[config.mk]
export PLATFORM = sky130hd
export DESIGN_NAME = sdbp_buffer_pointers
export DESIGN_NICKNAME = d
export VERILOG_FILES = /design/src/design/sdbp_pkg.sv /design/src/design/sdbp_buffer_pointers.sv
export SDC_FILE = /design/constraint.sdc
export NUM_CORES = 1
export LEC_CHECK = 0
export BUFFER_PORTS_ARGS = -buffer_cell sky130_fd_sc_hd__buf_2
export CAP_MARGIN = 0
export CORE_MARGIN = 2
export CORE_UTILIZATION = 25
export CTS_BUF_LIST = sky130_fd_sc_hd__clkbuf_16
export CTS_CLUSTER_SIZE = 28
export DETAILED_ROUTE_END_ITERATION = 8
export PLACE_DENSITY = 0.44
export SLEW_MARGIN = 15
export SYNTH_ARGS = -nofsm -noshare
export SYNTH_HDL_FRONTEND = slang
export SYNTH_SLANG_ARGS = --single-unit
export TNS_END_PERCENT = 10
[constraint.sdc]
create_clock -name clk -period 6.5 [get_ports clk]
set_input_delay 0 -clock clk [delete_from_list [all_inputs] [get_ports clk]]
set_output_delay 0 -clock clk [all_outputs]
set_load 0.01 [all_outputs]
[src/design/sdbp_pkg.sv]
// constants and carrier types for the serial dma buffer-pointer block
// assumes a 16-bit register port addressed by byte offset
package sdbp_pkg;
	localparam int unsigned DATA_W     = 16;
	localparam int unsigned PTR_W      = 13;
	localparam int unsigned BYTE_W     = 8;
	localparam int unsigned FIFO_DEPTH = 16;

	// register byte offsets
	localparam logic [15:0] OFS_RX_A_START   = 16'h4400;
	localparam logic [15:0] OFS_RX_A_END     = 16'h4402;
	localparam logic [15:0] OFS_RX_B_START   = 16'h4404;
	localparam logic [15:0] OFS_RX_B_END     = 16'h4406;
	localparam logic [15:0] OFS_TX_A_START   = 16'h4408;
	localparam logic [15:0] OFS_TX_A_END     = 16'h440A;
	localparam logic [15:0] OFS_TX_B_START   = 16'h440C;
	localparam logic [15:0] OFS_TX_B_END     = 16'h440E;
	localparam logic [15:0] OFS_RX_A_OFFSET  = 16'h4410;
	localparam logic [15:0] OFS_RX_B_OFFSET  = 16'h4412;
	localparam logic [15:0] OFS_TX_ACT_OFS   = 16'h4414;
	localparam logic [15:0] OFS_DMA_STATUS   = 16'h4416;
	localparam logic [15:0] OFS_DMA_CTRL     = 16'h4418;

	// fixed top bits of every start/end register, bits 15..13
	localparam logic [2:0]  ADDR_TOP_BITS    = 3'h3;
	localparam logic [12:0] ADDR_RESET       = 13'h0000;
	localparam logic [12:0] OFFSET_RESET     = 13'h0000;
	localparam logic [12:0] OFFSET_STEP      = 13'h0001;

	// control register fields
	localparam int unsigned CTRL_RX_A_LOAD   = 0;
	localparam int unsigned CTRL_RX_B_LOAD   = 1;
	localparam int unsigned CTRL_TX_A_LOAD   = 2;
	localparam int unsigned CTRL_TX_B_LOAD   = 3;
	localparam int unsigned CTRL_RX_RST      = 4;
	localparam int unsigned CTRL_TX_RST      = 5;

	typedef struct packed {
		logic        wr;
		logic        rd;
		logic [15:0] addr;
		logic [15:0] wrData;
	} sdbp_bus_req_t;

	typedef struct packed {
		logic        wrEn;
		logic        rdEn;
		logic [12:0] addr;
		logic [7:0]  wrData;
	} sdbp_ram_req_t;
endpackage

[src/design/sdbp_buffer_pointers.sv]
// serial dma buffer pointers: address registers, offset counters,
// receive fifo and ram request logic
// assumes ram read data one cycle after rdEn, and ram that never stalls
`timescale 1ns/1ps

module sdbp_fifo #(
	parameter int unsigned WIDTH = 8,
	parameter int unsigned DEPTH = 16
) (
	// clock and reset
	input  wire logic             clk,
	input  wire logic             rst_n,
	// fill side
	input  wire logic             inValid,
	input  wire logic [WIDTH-1:0] inData,
	output logic                  inReady,
	// drain side
	output logic                  outValid,
	output logic      [WIDTH-1:0] outData,
	input  wire logic             outReady
);
	localparam int unsigned PW = $clog2(DEPTH);

	logic [WIDTH-1:0] mem [DEPTH];
	logic [PW-1:0]    wrPtr_reg;
	logic [PW-1:0]    rdPtr_reg;
	logic [PW:0]      count_reg;

	wire logic push = inValid && inReady;
	wire logic pop  = outValid && outReady;

	assign inReady  = count_reg != (PW+1)'(DEPTH);
	assign outValid = count_reg != '0;
	assign outData  = mem[rdPtr_reg];

	always_ff @(posedge clk) begin
		if (push) begin
			mem[wrPtr_reg] <= inData;
		end
	end

	always_ff @(posedge clk or negedge rst_n) begin
		if (!rst_n) begin
			wrPtr_reg <= '0;
			rdPtr_reg <= '0;
			count_reg <= '0;
		end else begin
			wrPtr_reg <= push ? wrPtr_reg + 1'b1 : wrPtr_reg;
			rdPtr_reg <= pop ? rdPtr_reg + 1'b1 : rdPtr_reg;
			count_reg <= count_reg + (PW+1)'(push) - (PW+1)'(pop);
		end
	end
endmodule // sdbp_fifo

// Notes on behaviour
// - read-only byte offset counter for rx buffer B
// - read-only byte offset for active tx buffer
// - counter returns to zero when buffer unloads
// - writable start address for rx A and B
// - writable end address for rx A and B
// - writable start address for tx A and B
// - writable end address for tx A and B
// - address bits 14,13 read one, 15 zero
// - offset counters read-only, reset to zero
// - load bit starts dma, reads one, self-clears
// - matching read-only offset counter for rx A
module sdbp_buffer_pointers (
	// clock and reset
	input  wire logic                   clk,
	input  wire logic                   rst_n,
	// register port
	input  wire sdbp_pkg::sdbp_bus_req_t busReq,
	output logic                 [15:0] busRdData,
	// received bytes from the serial controller
	input  wire logic                   rxValid,
	input  wire logic            [7:0]  rxData,
	output logic                        rxReady,
	// bytes to transmit towards the serial controller
	output logic                        txValid,
	output logic                 [7:0]  txData,
	input  wire logic                   txReady,
	// on-chip ram
	output sdbp_pkg::sdbp_ram_req_t     ramReq,
	input  wire logic            [7:0]  ramRdData
);
	import sdbp_pkg::*;

	// index 0..7: rx A start/end, rx B, tx A, tx B
	logic [12:0] addrReg_reg [8];
	logic [1:0]  rxLoad_reg;
	logic [1:0]  txLoad_reg;
	logic        rxCur_reg;
	logic        txCur_reg;
	logic [12:0] rxOffA_reg;
	logic [12:0] rxOffB_reg;
	logic [12:0] txOff_reg;
	logic        txPend_reg;
	logic        txValid_reg;
	logic [7:0]  txData_reg;
	logic [15:0] rdData_reg;

	function automatic logic isAddrReg(input logic [15:0] a);
		return a[15:4] == OFS_RX_A_START[15:4] && !a[0];
	endfunction

	// register port decode
	wire logic [2:0] regIdx    = busReq.addr[3:1];
	wire logic       wrAddrReg = busReq.wr && isAddrReg(busReq.addr);
	wire logic       wrCtrl    = busReq.wr && busReq.addr == OFS_DMA_CTRL;
	wire logic       rxRst     = wrCtrl && busReq.wrData[CTRL_RX_RST];
	wire logic       txRst     = wrCtrl && busReq.wrData[CTRL_TX_RST];
	// writing zero to a load bit has no effect
	wire logic [1:0] rxLoadSet = wrCtrl ?
		busReq.wrData[CTRL_RX_B_LOAD:CTRL_RX_A_LOAD] : 2'h0;
	wire logic [1:0] txLoadSet = wrCtrl ?
		busReq.wrData[CTRL_TX_B_LOAD:CTRL_TX_A_LOAD] : 2'h0;

	// receive side
	wire logic        fifoOutValid;
	wire logic [7:0]  fifoOutData;
	wire logic        rxActive   = rxLoad_reg[rxCur_reg];
	wire logic [12:0] rxOffCur   = rxCur_reg ? rxOffB_reg : rxOffA_reg;
	wire logic [12:0] rxStart    = addrReg_reg[{1'b0, rxCur_reg, 1'b0}];
	wire logic [12:0] rxEnd      = addrReg_reg[{1'b0, rxCur_reg, 1'b1}];
	wire logic [12:0] rxByteAddr = rxStart + rxOffCur;
	wire logic        rxDrain    = rxActive && !rxRst;
	wire logic        rxWrite    = rxDrain && fifoOutValid;
	wire logic        rxDone     = rxWrite && rxByteAddr == rxEnd;
	wire logic [1:0]  rxDoneMask = rxDone ? {rxCur_reg, !rxCur_reg} : 2'h0;
	wire logic        rxOther    = rxLoad_reg[!rxCur_reg];

	// transmit side
	wire logic        txActive   = txLoad_reg[txCur_reg];
	wire logic [12:0] txStart    = addrReg_reg[{1'b1, txCur_reg, 1'b0}];
	wire logic [12:0] txEnd      = addrReg_reg[{1'b1, txCur_reg, 1'b1}];
	wire logic [12:0] txByteAddr = txStart + txOff_reg;
	// rx owns the ram port first: a stalled rx fifo loses bytes upstream
	wire logic        txIssue    = txActive && !txPend_reg && !txValid_reg
		&& !rxWrite && !txRst;
	wire logic        txDone     = txIssue && txByteAddr == txEnd;
	wire logic [1:0]  txDoneMask = txDone ? {txCur_reg, !txCur_reg} : 2'h0;
	wire logic        txOther    = txLoad_reg[!txCur_reg];

	// set from software wins over completion in the same cycle
	wire logic [1:0] rxLoad_next = rxRst ? rxLoadSet :
		(rxLoad_reg & ~rxDoneMask) | rxLoadSet;
	wire logic [1:0] txLoad_next = txRst ? txLoadSet :
		(txLoad_reg & ~txDoneMask) | txLoadSet;
	wire logic rxCur_next = rxRst ? 1'b0 :
		(rxDone || (!rxActive && rxOther)) ? !rxCur_reg :
		rxCur_reg;
	wire logic txCur_next = txRst ? 1'b0 :
		(txDone || (!txActive && txOther)) ? !txCur_reg :
		txCur_reg;

	wire logic [12:0] rxOffA_next =
		(rxRst || (rxDone && !rxCur_reg)) ? OFFSET_RESET :
		(rxWrite && !rxCur_reg) ? rxOffA_reg + OFFSET_STEP :
		rxOffA_reg;
	wire logic [12:0] rxOffB_next =
		(rxRst || (rxDone && rxCur_reg)) ? OFFSET_RESET :
		(rxWrite && rxCur_reg) ? rxOffB_reg + OFFSET_STEP :
		rxOffB_reg;
	wire logic [12:0] txOff_next =
		(txRst || txDone) ? OFFSET_RESET :
		txIssue ? txOff_reg + OFFSET_STEP :
		txOff_reg;

	// read-back selection; counters ignore writes entirely
	wire logic [15:0] addrRead   = {ADDR_TOP_BITS, addrReg_reg[regIdx]};
	wire logic [15:0] statusRead = {12'h000,
		txLoad_reg[1] && txCur_reg, txLoad_reg[0] && !txCur_reg,
		rxLoad_reg[1] && rxCur_reg, rxLoad_reg[0] && !rxCur_reg};
	wire logic [15:0] rdMux =
		isAddrReg(busReq.addr) ? addrRead :
		busReq.addr == OFS_RX_A_OFFSET ? {3'h0, rxOffA_reg} :
		busReq.addr == OFS_RX_B_OFFSET ? {3'h0, rxOffB_reg} :
		busReq.addr == OFS_TX_ACT_OFS  ? {3'h0, txOff_reg} :
		busReq.addr == OFS_DMA_STATUS  ? statusRead :
		busReq.addr == OFS_DMA_CTRL    ? {12'h000, txLoad_reg, rxLoad_reg} :
		16'h0000;

	sdbp_fifo #(
		.WIDTH (BYTE_W),
		.DEPTH (FIFO_DEPTH)
	) u_rx_fifo (
		.clk      (clk),
		.rst_n    (rst_n),
		.inValid  (rxValid),
		.inData   (rxData),
		.inReady  (rxReady),
		.outValid (fifoOutValid),
		.outData  (fifoOutData),
		.outReady (rxDrain)
	);

	// only bits 12..0 are stored; the top three are constants
	genvar g;
	generate
		for (g = 0; g < 8; g++) begin : g_addr
			always_ff @(posedge clk or negedge rst_n) begin
				if (!rst_n) begin
					addrReg_reg[g] <= ADDR_RESET;
				end else if (wrAddrReg && regIdx == 3'(g)) begin
					addrReg_reg[g] <= busReq.wrData[12:0];
				end
			end
		end
	endgenerate

	always_ff @(posedge clk or negedge rst_n) begin
		if (!rst_n) begin
			rxLoad_reg <= 2'h0;
			txLoad_reg <= 2'h0;
			rxCur_reg  <= 1'b0;
			txCur_reg  <= 1'b0;
			rxOffA_reg <= OFFSET_RESET;
			rxOffB_reg <= OFFSET_RESET;
			txOff_reg  <= OFFSET_RESET;
		end else begin
			rxLoad_reg <= rxLoad_next;
			txLoad_reg <= txLoad_next;
			rxCur_reg  <= rxCur_next;
			txCur_reg  <= txCur_next;
			rxOffA_reg <= rxOffA_next;
			rxOffB_reg <= rxOffB_next;
			txOff_reg  <= txOff_next;
		end
	end

	// one-byte output stage; next fetch waits until it drains
	always_ff @(posedge clk or negedge rst_n) begin
		if (!rst_n) begin
			txPend_reg  <= 1'b0;
			txValid_reg <= 1'b0;
			txData_reg  <= 8'h00;
		end else begin
			txPend_reg  <= txIssue;
			if (txRst) begin
				txValid_reg <= 1'b0;
			end else if (txPend_reg) begin
				txValid_reg <= 1'b1;
				txData_reg  <= ramRdData;
			end else if (txReady) begin
				txValid_reg <= 1'b0;
			end
		end
	end

	always_ff @(posedge clk or negedge rst_n) begin
		if (!rst_n) begin
			rdData_reg <= 16'h0000;
		end else if (busReq.rd) begin
			rdData_reg <= rdMux;
		end
	end

	assign busRdData     = rdData_reg;
	assign txValid       = txValid_reg;
	assign txData        = txData_reg;
	assign ramReq.wrEn   = rxWrite;
	assign ramReq.rdEn   = txIssue;
	assign ramReq.addr   = rxWrite ? rxByteAddr : txByteAddr;
	assign ramReq.wrData = fifoOutData;
endmodule // sdbp_buffer_pointers

### Yosys cells after proc, flatten, opt, wreduce, memory -nomap -nowiden

Memory sizes are Yosys's and may differ from the RTL's.
Cells that the tools add are included.

| operators by class | value |
|---|---|
| reductions and logical operators | 56 |
| mux-type cells | 52 |
| add/subtract/negate cells | 9 |
| eq/ne operators | 16 |
| magnitude comparators | 9 |
| bitwise logic cells | 12 |

Operators with widths:

| cell | count |
|---|---|
| $mux 13 | 21 |
| $bmux 13 s3 | 5 |
| $eq 16x15->1 const B | 5 |
| $add 13x1->13 const B | 3 |
| $logic_and 1x1->1 | 32 |
| $add 13x13->13 | 2 |
| $eq 13x13->1 | 2 |
| $ge 4x4->1 const B | 5 |
| $mux 1 | 17 |
| $mux 15 | 1 |
| $eq 12x11->1 const B | 1 |
| $eq 3x3->1 const B | 4 |
| $mux 2 | 6 |
| $not 3->4 | 3 |
| $logic_not 1->1 | 10 |
| $reduce_bool 2->1 | 5 |
| $add 4x1->4 const B | 2 |
| $lt 1x2->1 const B | 4 |
| $mux 4 | 2 |
| $not 2->4 | 2 |
| $eq 3x2->1 const B | 2 |
| $add 5x1->5 | 1 |
| $logic_or 1x1->1 | 5 |
| $ne 5x5->1 const B | 1 |
| 10 further kinds | 13 |

| word-level totals | value |
|---|---|
| word-level logic and storage cells | 177 |
| output and inout bits | 49 |
| flip-flop bits (word level) | 188 |
| bits in writable memories | 128 |
| input port bits | 54 |
| memories | 1 |

Memory list:

| memory | depth | width | rd ports | clocked after memory_dff | write ports | line | text |
|---|---|---|---|---|---|---|---|
| u_rx_fifo.mem | 16 | 8 | 1 | 0 | 1 | sdbp_buffer_pointers.sv:24 | `logic [WIDTH-1:0] mem [DEPTH];` |

### Logic depth before layout (Yosys ltp)

| depth | value |
|---|---|
| depth in word-level cells | 15 |
| mapped depth | 18 |
| depth with buffers taken out | 15 |

### Hierarchy

From an unflattened synthesis, not the netlist that was laid out.

| second synthesis, totals | value |
|---|---|
| cell total of the unflattened synthesis | 1276 |
| area total of the unflattened synthesis | 16414.5 µm² |

By module, submodules not included:

| module | sequential area each (µm²) | area each (µm²) | cells each | times used |
|---|---|---|---|---|
| sdbp_buffer_pointers | 4329.2 | 10666.5 | 955 | 1 |
| sdbp_fifo | 4169.0 | 5748.0 | 321 | 1 |

### Worst setup path before layout

No wires, ideal clock.

| timing | value |
|---|---|
| kind | reg2reg |
| start | register txCur_reg |
| end | register txOff_reg[10] |
| arrival time | 3.983 ns |
| cell stages (with the launch flop) | 18 |
| data required time | 6.381 ns |
| buffers on the path | 5 |
| setup time | 0.119 ns |
| period minus slack after synthesis | 4.102 ns |
| slack | 2.398 ns |
| cells stage by stage | dfrtp_1 -> buf_2 -> buf_2 -> clkbuf_1 -> buf_1 -> mux2i_1 -> inv_1 -> ha_1 -> a211oi_1 -> o21bai_1 -> a211o_1 -> a31oi_1 -> xnor3_1 -> nand2_1 -> nor4b_4 -> a21o_2 -> buf_6 -> nor2_1 |

| on the way | value |
|---|---|
| longest elaborated chain between the ends | 9 |
| elaborated cells between the ends (all ways) | 20 |
| classes of those cells | add/sub (1); eq/ne (1); mux (9); bitwise (2); reduce/logical (7) |

RTL lines:

| element | line | text |
|---|---|---|
| start, declared | sdbp_buffer_pointers.sv:93 | `logic txCur_reg;` |
| start signal, assigned | sdbp_buffer_pointers.sv:224 | `txCur_reg <= txCur_next;` |
| $not 3->4 (not written as such) or $mux 1 (tied branches) | sdbp_buffer_pointers.sv:134, sdbp_buffer_pointers.sv:133 |  |
| $bmux 13 s3 or $mux 1 (tied branches) | sdbp_buffer_pointers.sv:134, sdbp_buffer_pointers.sv:133 |  |
| $mux 13 (not written as such) or $logic_and 1x1->1 (tied branches) (2 in a row) | sdbp_buffer_pointers.sv:134, sdbp_buffer_pointers.sv:138 |  |
| $add 13x13->13 or $logic_and 1x1->1 (tied branches) | sdbp_buffer_pointers.sv:136, sdbp_buffer_pointers.sv:139 |  |
| $eq 13x13->1 or $logic_and 1x1->1 (tied branches) | sdbp_buffer_pointers.sv:140, sdbp_buffer_pointers.sv:139 |  |
| $logic_and 1x1->1 | sdbp_buffer_pointers.sv:140 | `wire logic txDone = txIssue && txByteAddr == txEnd;` |
| $logic_or 1x1->1 | sdbp_buffer_pointers.sv:165 | `(txRst \|\| txDone) ? OFFSET_RESET :` |
| $mux 13 or $reduce_bool 2->1 (tied branches) | n/a |  |
| end signal, assigned | sdbp_buffer_pointers.sv:227 | `txOff_reg <= txOff_next;` |
| end, declared | sdbp_buffer_pointers.sv:96 | `logic [12:0] txOff_reg;` |

Several ways; a longest one is shown, not always the timed one. The select of a mux whose other input is x is not followed.
A chain may end at the register's enable or synchronous reset.

### Worst setup path in the final report

| timing | value |
|---|---|
| start | register rxCur_reg |
| end | register rxLoad_reg[1] |

| on the way | value |
|---|---|
| longest elaborated chain between the ends | 12 |
| elaborated cells between the ends (all ways) | 21 |
| classes of those cells | add/sub (1); eq/ne (1); mux (11); bitwise (5); reduce/logical (3) |

RTL lines:

| element | line | text |
|---|---|---|
| start, declared | sdbp_buffer_pointers.sv:92 | `logic rxCur_reg;` |
| start signal, assigned | sdbp_buffer_pointers.sv:223 | `rxCur_reg <= rxCur_next;` |
| $not 2->4 (not written as such) | sdbp_buffer_pointers.sv:123 | `wire logic [12:0] rxStart = addrReg_reg[{1'b0, rxCur_reg, 1'b0}];` |
| $bmux 13 s3 | sdbp_buffer_pointers.sv:123 |  |
| $mux 13 (not written as such) (2 in a row) | sdbp_buffer_pointers.sv:123 |  |
| $add 13x13->13 | sdbp_buffer_pointers.sv:125 | `wire logic [12:0] rxByteAddr = rxStart + rxOffCur;` |
| $eq 13x13->1 | sdbp_buffer_pointers.sv:128 | `wire logic rxDone = rxWrite && rxByteAddr == rxEnd;` |
| $logic_and 1x1->1 | sdbp_buffer_pointers.sv:128 |  |
| $mux 2 (*) | sdbp_buffer_pointers.sv:129 | `wire logic [1:0] rxDoneMask = rxDone ? {rxCur_reg, !rxCur_reg} : 2'h0;` |
| $not 2->2 (*) | sdbp_buffer_pointers.sv:146 | `(rxLoad_reg & ~rxDoneMask) \| rxLoadSet;` |
| $and 2x2->2 (*) | sdbp_buffer_pointers.sv:146 |  |
| $or 2x2->2 (*) | sdbp_buffer_pointers.sv:146 |  |
| $mux 2 (*) | sdbp_buffer_pointers.sv:145 | `wire logic [1:0] rxLoad_next = rxRst ? rxLoadSet :` |
| via rxLoad_next[1] | sdbp_buffer_pointers.sv:145 |  |
| end signal, assigned | sdbp_buffer_pointers.sv:221 | `rxLoad_reg <= rxLoad_next;` |
| end, declared | sdbp_buffer_pointers.sv:90 | `logic [1:0] rxLoad_reg;` |

Mark *: on every way through the listed nets, which the timed path passes. The rest lies on a longest branch. The select of a mux whose other input is x is not followed.

==> flow_summary_export.csv <==
group,metric,value,unit
status,status,"completed",
pwr,pwr-share-comb,27.7,%
die,dieArea,68500,sq um
worst_setup_path,crit_chain,"mux2_2, ha_1, inv_1, fa_1, nand2b_1, a21oi_2, o21ai_1, o211a_1, a2111oi_2, xor2_1, or4_4, o21ai_4, o21ai_0",
clocking,clk_latency,0.57,ns
die,io-pin-count,103,
synthesis,synth_most_common_cell,"dfrtp_1",
pwr,swShare,34.0,%
die,start_util,25.2,%
pwr,max-vdd-ir-drop,155,uV
placed_design,gp_congestion,0.805,
timing,finalSetupTns,0,ns
drt,drtPass1Iterations,7,
synthesis,synth.avg_cell_area,12.6,sq um
worst_setup_path,cp-end-kind,"register",
worst_setup_path,critPathArrivalTime,5.08,ns
timing,finalCritPeriodShare,71.5,%
placed_design,placed_area,18000,sq um
synthesis,ys_warn_count,0,
synthesis,synth_mux_area_share,21.6,%
synthesis,ys.flop_type,"dfrtp_1",
finish,final_area,19600,sq um
worst_setup_path,path_buf_inv,1,
worst_setup_path,cp-start-kind,"register",
synthesis,yosysSeqAreaShare,51.2,%
drt,vias,11000,
synthesis,synth_area_leaders,"dfrtp_1, edfxtp_1, mux2_2",
clocking,postCtsResizedCells,0,
die,dieHeight,262,um
synthesis,synth.top_cells.by_count,"dfrtp_1, mux2_2, edfxtp_1",
synthesis,ys_types,73,
drt,ant_nets,0,
timing,tightest_slew,1.12,ns
worst_hold_path,hp-class,"input port to register",
synthesis,synthXorXnorAreaFrac,5.45,%
run,cap_violations,0,
timing,fmax,0.215,GHz
global_route,antenna_found_initial,1,
finish,fill_cells,6671,
clocking,root_buffer,"clkbuf_16",
global_route,grt_pass1_vias,11300,
die,num_rows,94,
timing,slew_headroom,25.0,%
clocking,path_clk_slew,0.06,ns
worst_setup_path,crit_path_max_incr_delay,0.92,ns
global_route,grt_util_all_layers,14.3,%
global_route,grt_pass1_wl,72800,um
drt,wl,48500,um
pwr,seq_power_share,39.2,%
worst_setup_path,critPathRequiredTime,6.94,ns
finish,largest_reg_flops,128,
synthesis,synth_top_family_by_area,"multiplexers",
drt,drc,0,
pwr,p_sw,2.16,mW
synthesis,syn_nets,1415,
synthesis,yosys.area_share.simple,8.64,%
finish,drive_above_1_share,27.3,%
clocking,h-tree-depth,2,
synthesis,synthesis.area,16600,sq um
placed_design,port_buffers,98,
synthesis,synth_edf_count,128,
synthesis,synth_top_area_cell,"dfrtp_1",
global_route,grt_max_degree,126,
synthesis,ys_ff_latch,314,
worst_setup_path,critPathTopFamily,"compound AO/OA/AOI/OAI gates",
drt,wl_met2,21500,um
synthesis,synthCells,1320,
drt,wl_met1,23400,um
clocking,cts_tree,"built",
worst_setup_path,crit_fanout,33,
die,die_width,262,um
finish,regArea,8500,sq um
worst_setup_path,critPathKind,"register to register",
drt,drtIter0Drc,719,
synthesis,synthAdderAreaFrac,3.23,%
drt,vias_per_cell,4.70,
clocking,cts_buffer_depth,3,
synthesis,async_flop_share,59.2,%
drt,wl_per_cell,20.7,um
synthesis,yosysTopAreaCellShare,28.1,%
finish,nNetsFinal,1538,
synthesis,synth_compound_area_share,6.99,%
clocking,cts.sinks,314,
drt,wl_met3,2290,um
pwr,leakagePower,8.42,nW
pwr,pwr-share-clk,33.1,%
drt,top_layer,"met4",
timing,finalCriticalPeriod,4.65,ns
timing,drv_slew,0,
pwr,power_density,324,nW/um^2
finish,synthToLayoutAreaGrowth,18.0,%
timing,clock_skew,0.0352,ns
timing,hold_viol_final,0,
worst_setup_path,crit_slowest_cell,"dfrtp_2",
timing,setup_violations,0,
clocking,numCtsBuffers,39,
finish,multi_input_area,7630,sq um
placed_design,dp_hpwl,34300,um
die,core_area,65700,sq um
timing,rsz0062_at_grt,"false",
pwr,internal-power,4.19,mW
global_route,grt_overflow,0,
cell families after synthesis:
group                    count (synthesis)
buffers and inverters                  104
multiplexers                           285
flip-flops                             314
AND/OR/NAND/NOR                        298
AO/OA/AOI/OAI                          182
other                                    1
adder cells (fa/ha/maj)                 41
XOR/XNOR                                95
power groups by stage:
stage | combinational (mW) | clock (mW) | sequential, mW
2_1_floorplan | 1.30 | 0 | 2.38
3_3_place_gp | 1.76 | 0 | 2.52
3_5_place_dp | 1.77 | 0 | 2.53
4_1_cts | 1.80 | 2.17 | 2.49
5_1_grt | 1.96 | 2.25 | 2.52
6_report | 1.76 | 2.10 | 2.49
metal layers:
metal	vias up	global-route usage (%)
li1	5112	-
met5	-	0
met3	85	2.50
met2	230	22.0
met1	5556	20.4
met4	0	4.50
per-stage QoR:
step | hold WS, ns | power (mW) | cells | setup WS [ns] | util, %
detailed placement | 0.241 | 4.30 | 2230 | 1.82 | 27.4
global route | 0.0844 | 6.73 | 2338 | 1.54 | 29.8
global placement | 0.234 | 4.28 | 2230 | 1.85 | 27.4
floorplan | -0.296 | 3.68 | 1320 | 2.40 | -
CTS | 0.0215 | 6.46 | 2337 | 1.82 | 29.8
finish | 0.0533 | 6.35 | 2338 | 1.85 | 29.8
worst reg2reg max path, delay by kind of cell, from the launching register on:
family | cells | cell delay [ns]
compound gates | 6 | 1.63
simple gates | 2 | 0.81
buf+inv | 1 | 0.07
mux | 1 | 0.34
xor+xnor | 1 | 0.12
flops | 1 | 0.92
fa+ha+maj | 2 | 0.63
final cells by class:
type                    instances  share of cell area [%]
diodes                          1                  0.0128
clock buffers                  39                    4.98
clock inverters                32                    1.34
inverters                      33                   0.633
multi-input cells             902                    39.0
flip-flops and latches        314                    43.4
well taps                     864                    5.52
repair buffers                153                    5.12
path summary, 6_finish.rpt:
| check | start | end | slack (ns) | depth (start not counted) |
|---|---|---|---|---|
| worst max-delay path | rxCur_reg$_DFFE_PN0P_ | rxLoad_reg[1]$_DFF_PN0_ | 1.85 | 13 |
| worst min-delay path | busReq[20] | busRdData[1]$_DFFE_PN0P_ | 0.05 | 5 |
| worst max register to register | rxCur_reg$_DFFE_PN0P_ | rxLoad_reg[1]$_DFF_PN0_ | 1.85 | 13 |
| worst min register to register | txData[4]$_DFFE_PN0P_ | txData[4]$_DFFE_PN0P_ | 0.51 | 1 |
| max in group asynchronous | rst_n | u_rx_fifo.rdPtr_reg[0]$_DFFE_PN0P_ | 4.90 | 3 |
| min in group asynchronous | rst_n | txData[0]$_DFFE_PN0P_ | 0.15 | 2 |
placed cells by master, fill, tap and decap left out, types with 38 or more instances in the layout:
master / instances
a21oi_1: 60
buf_2: 97
clkbuf_16: 39
dfrtp_1: 183
edfxtp_1: 128
ha_1: 38
inv_1: 38
mux2_2: 158
mux2i_1: 84
mux4_2: 42
nand2_1: 82
nor2_1: 102
o21ai_0: 56
xnor2_1: 54
repair_timing:
| item | 4_1_cts | 5_1_grt |
|---|---|---|
| hold buffers | 36 | 0 |
| endpoints found under the setup margin | 0 | 0 |
| buffers inserted | 0 | 0 |
| endpoints found under the hold margin | 381 | 0 |
No activity file was read; power rests on OpenSTA's default activity.
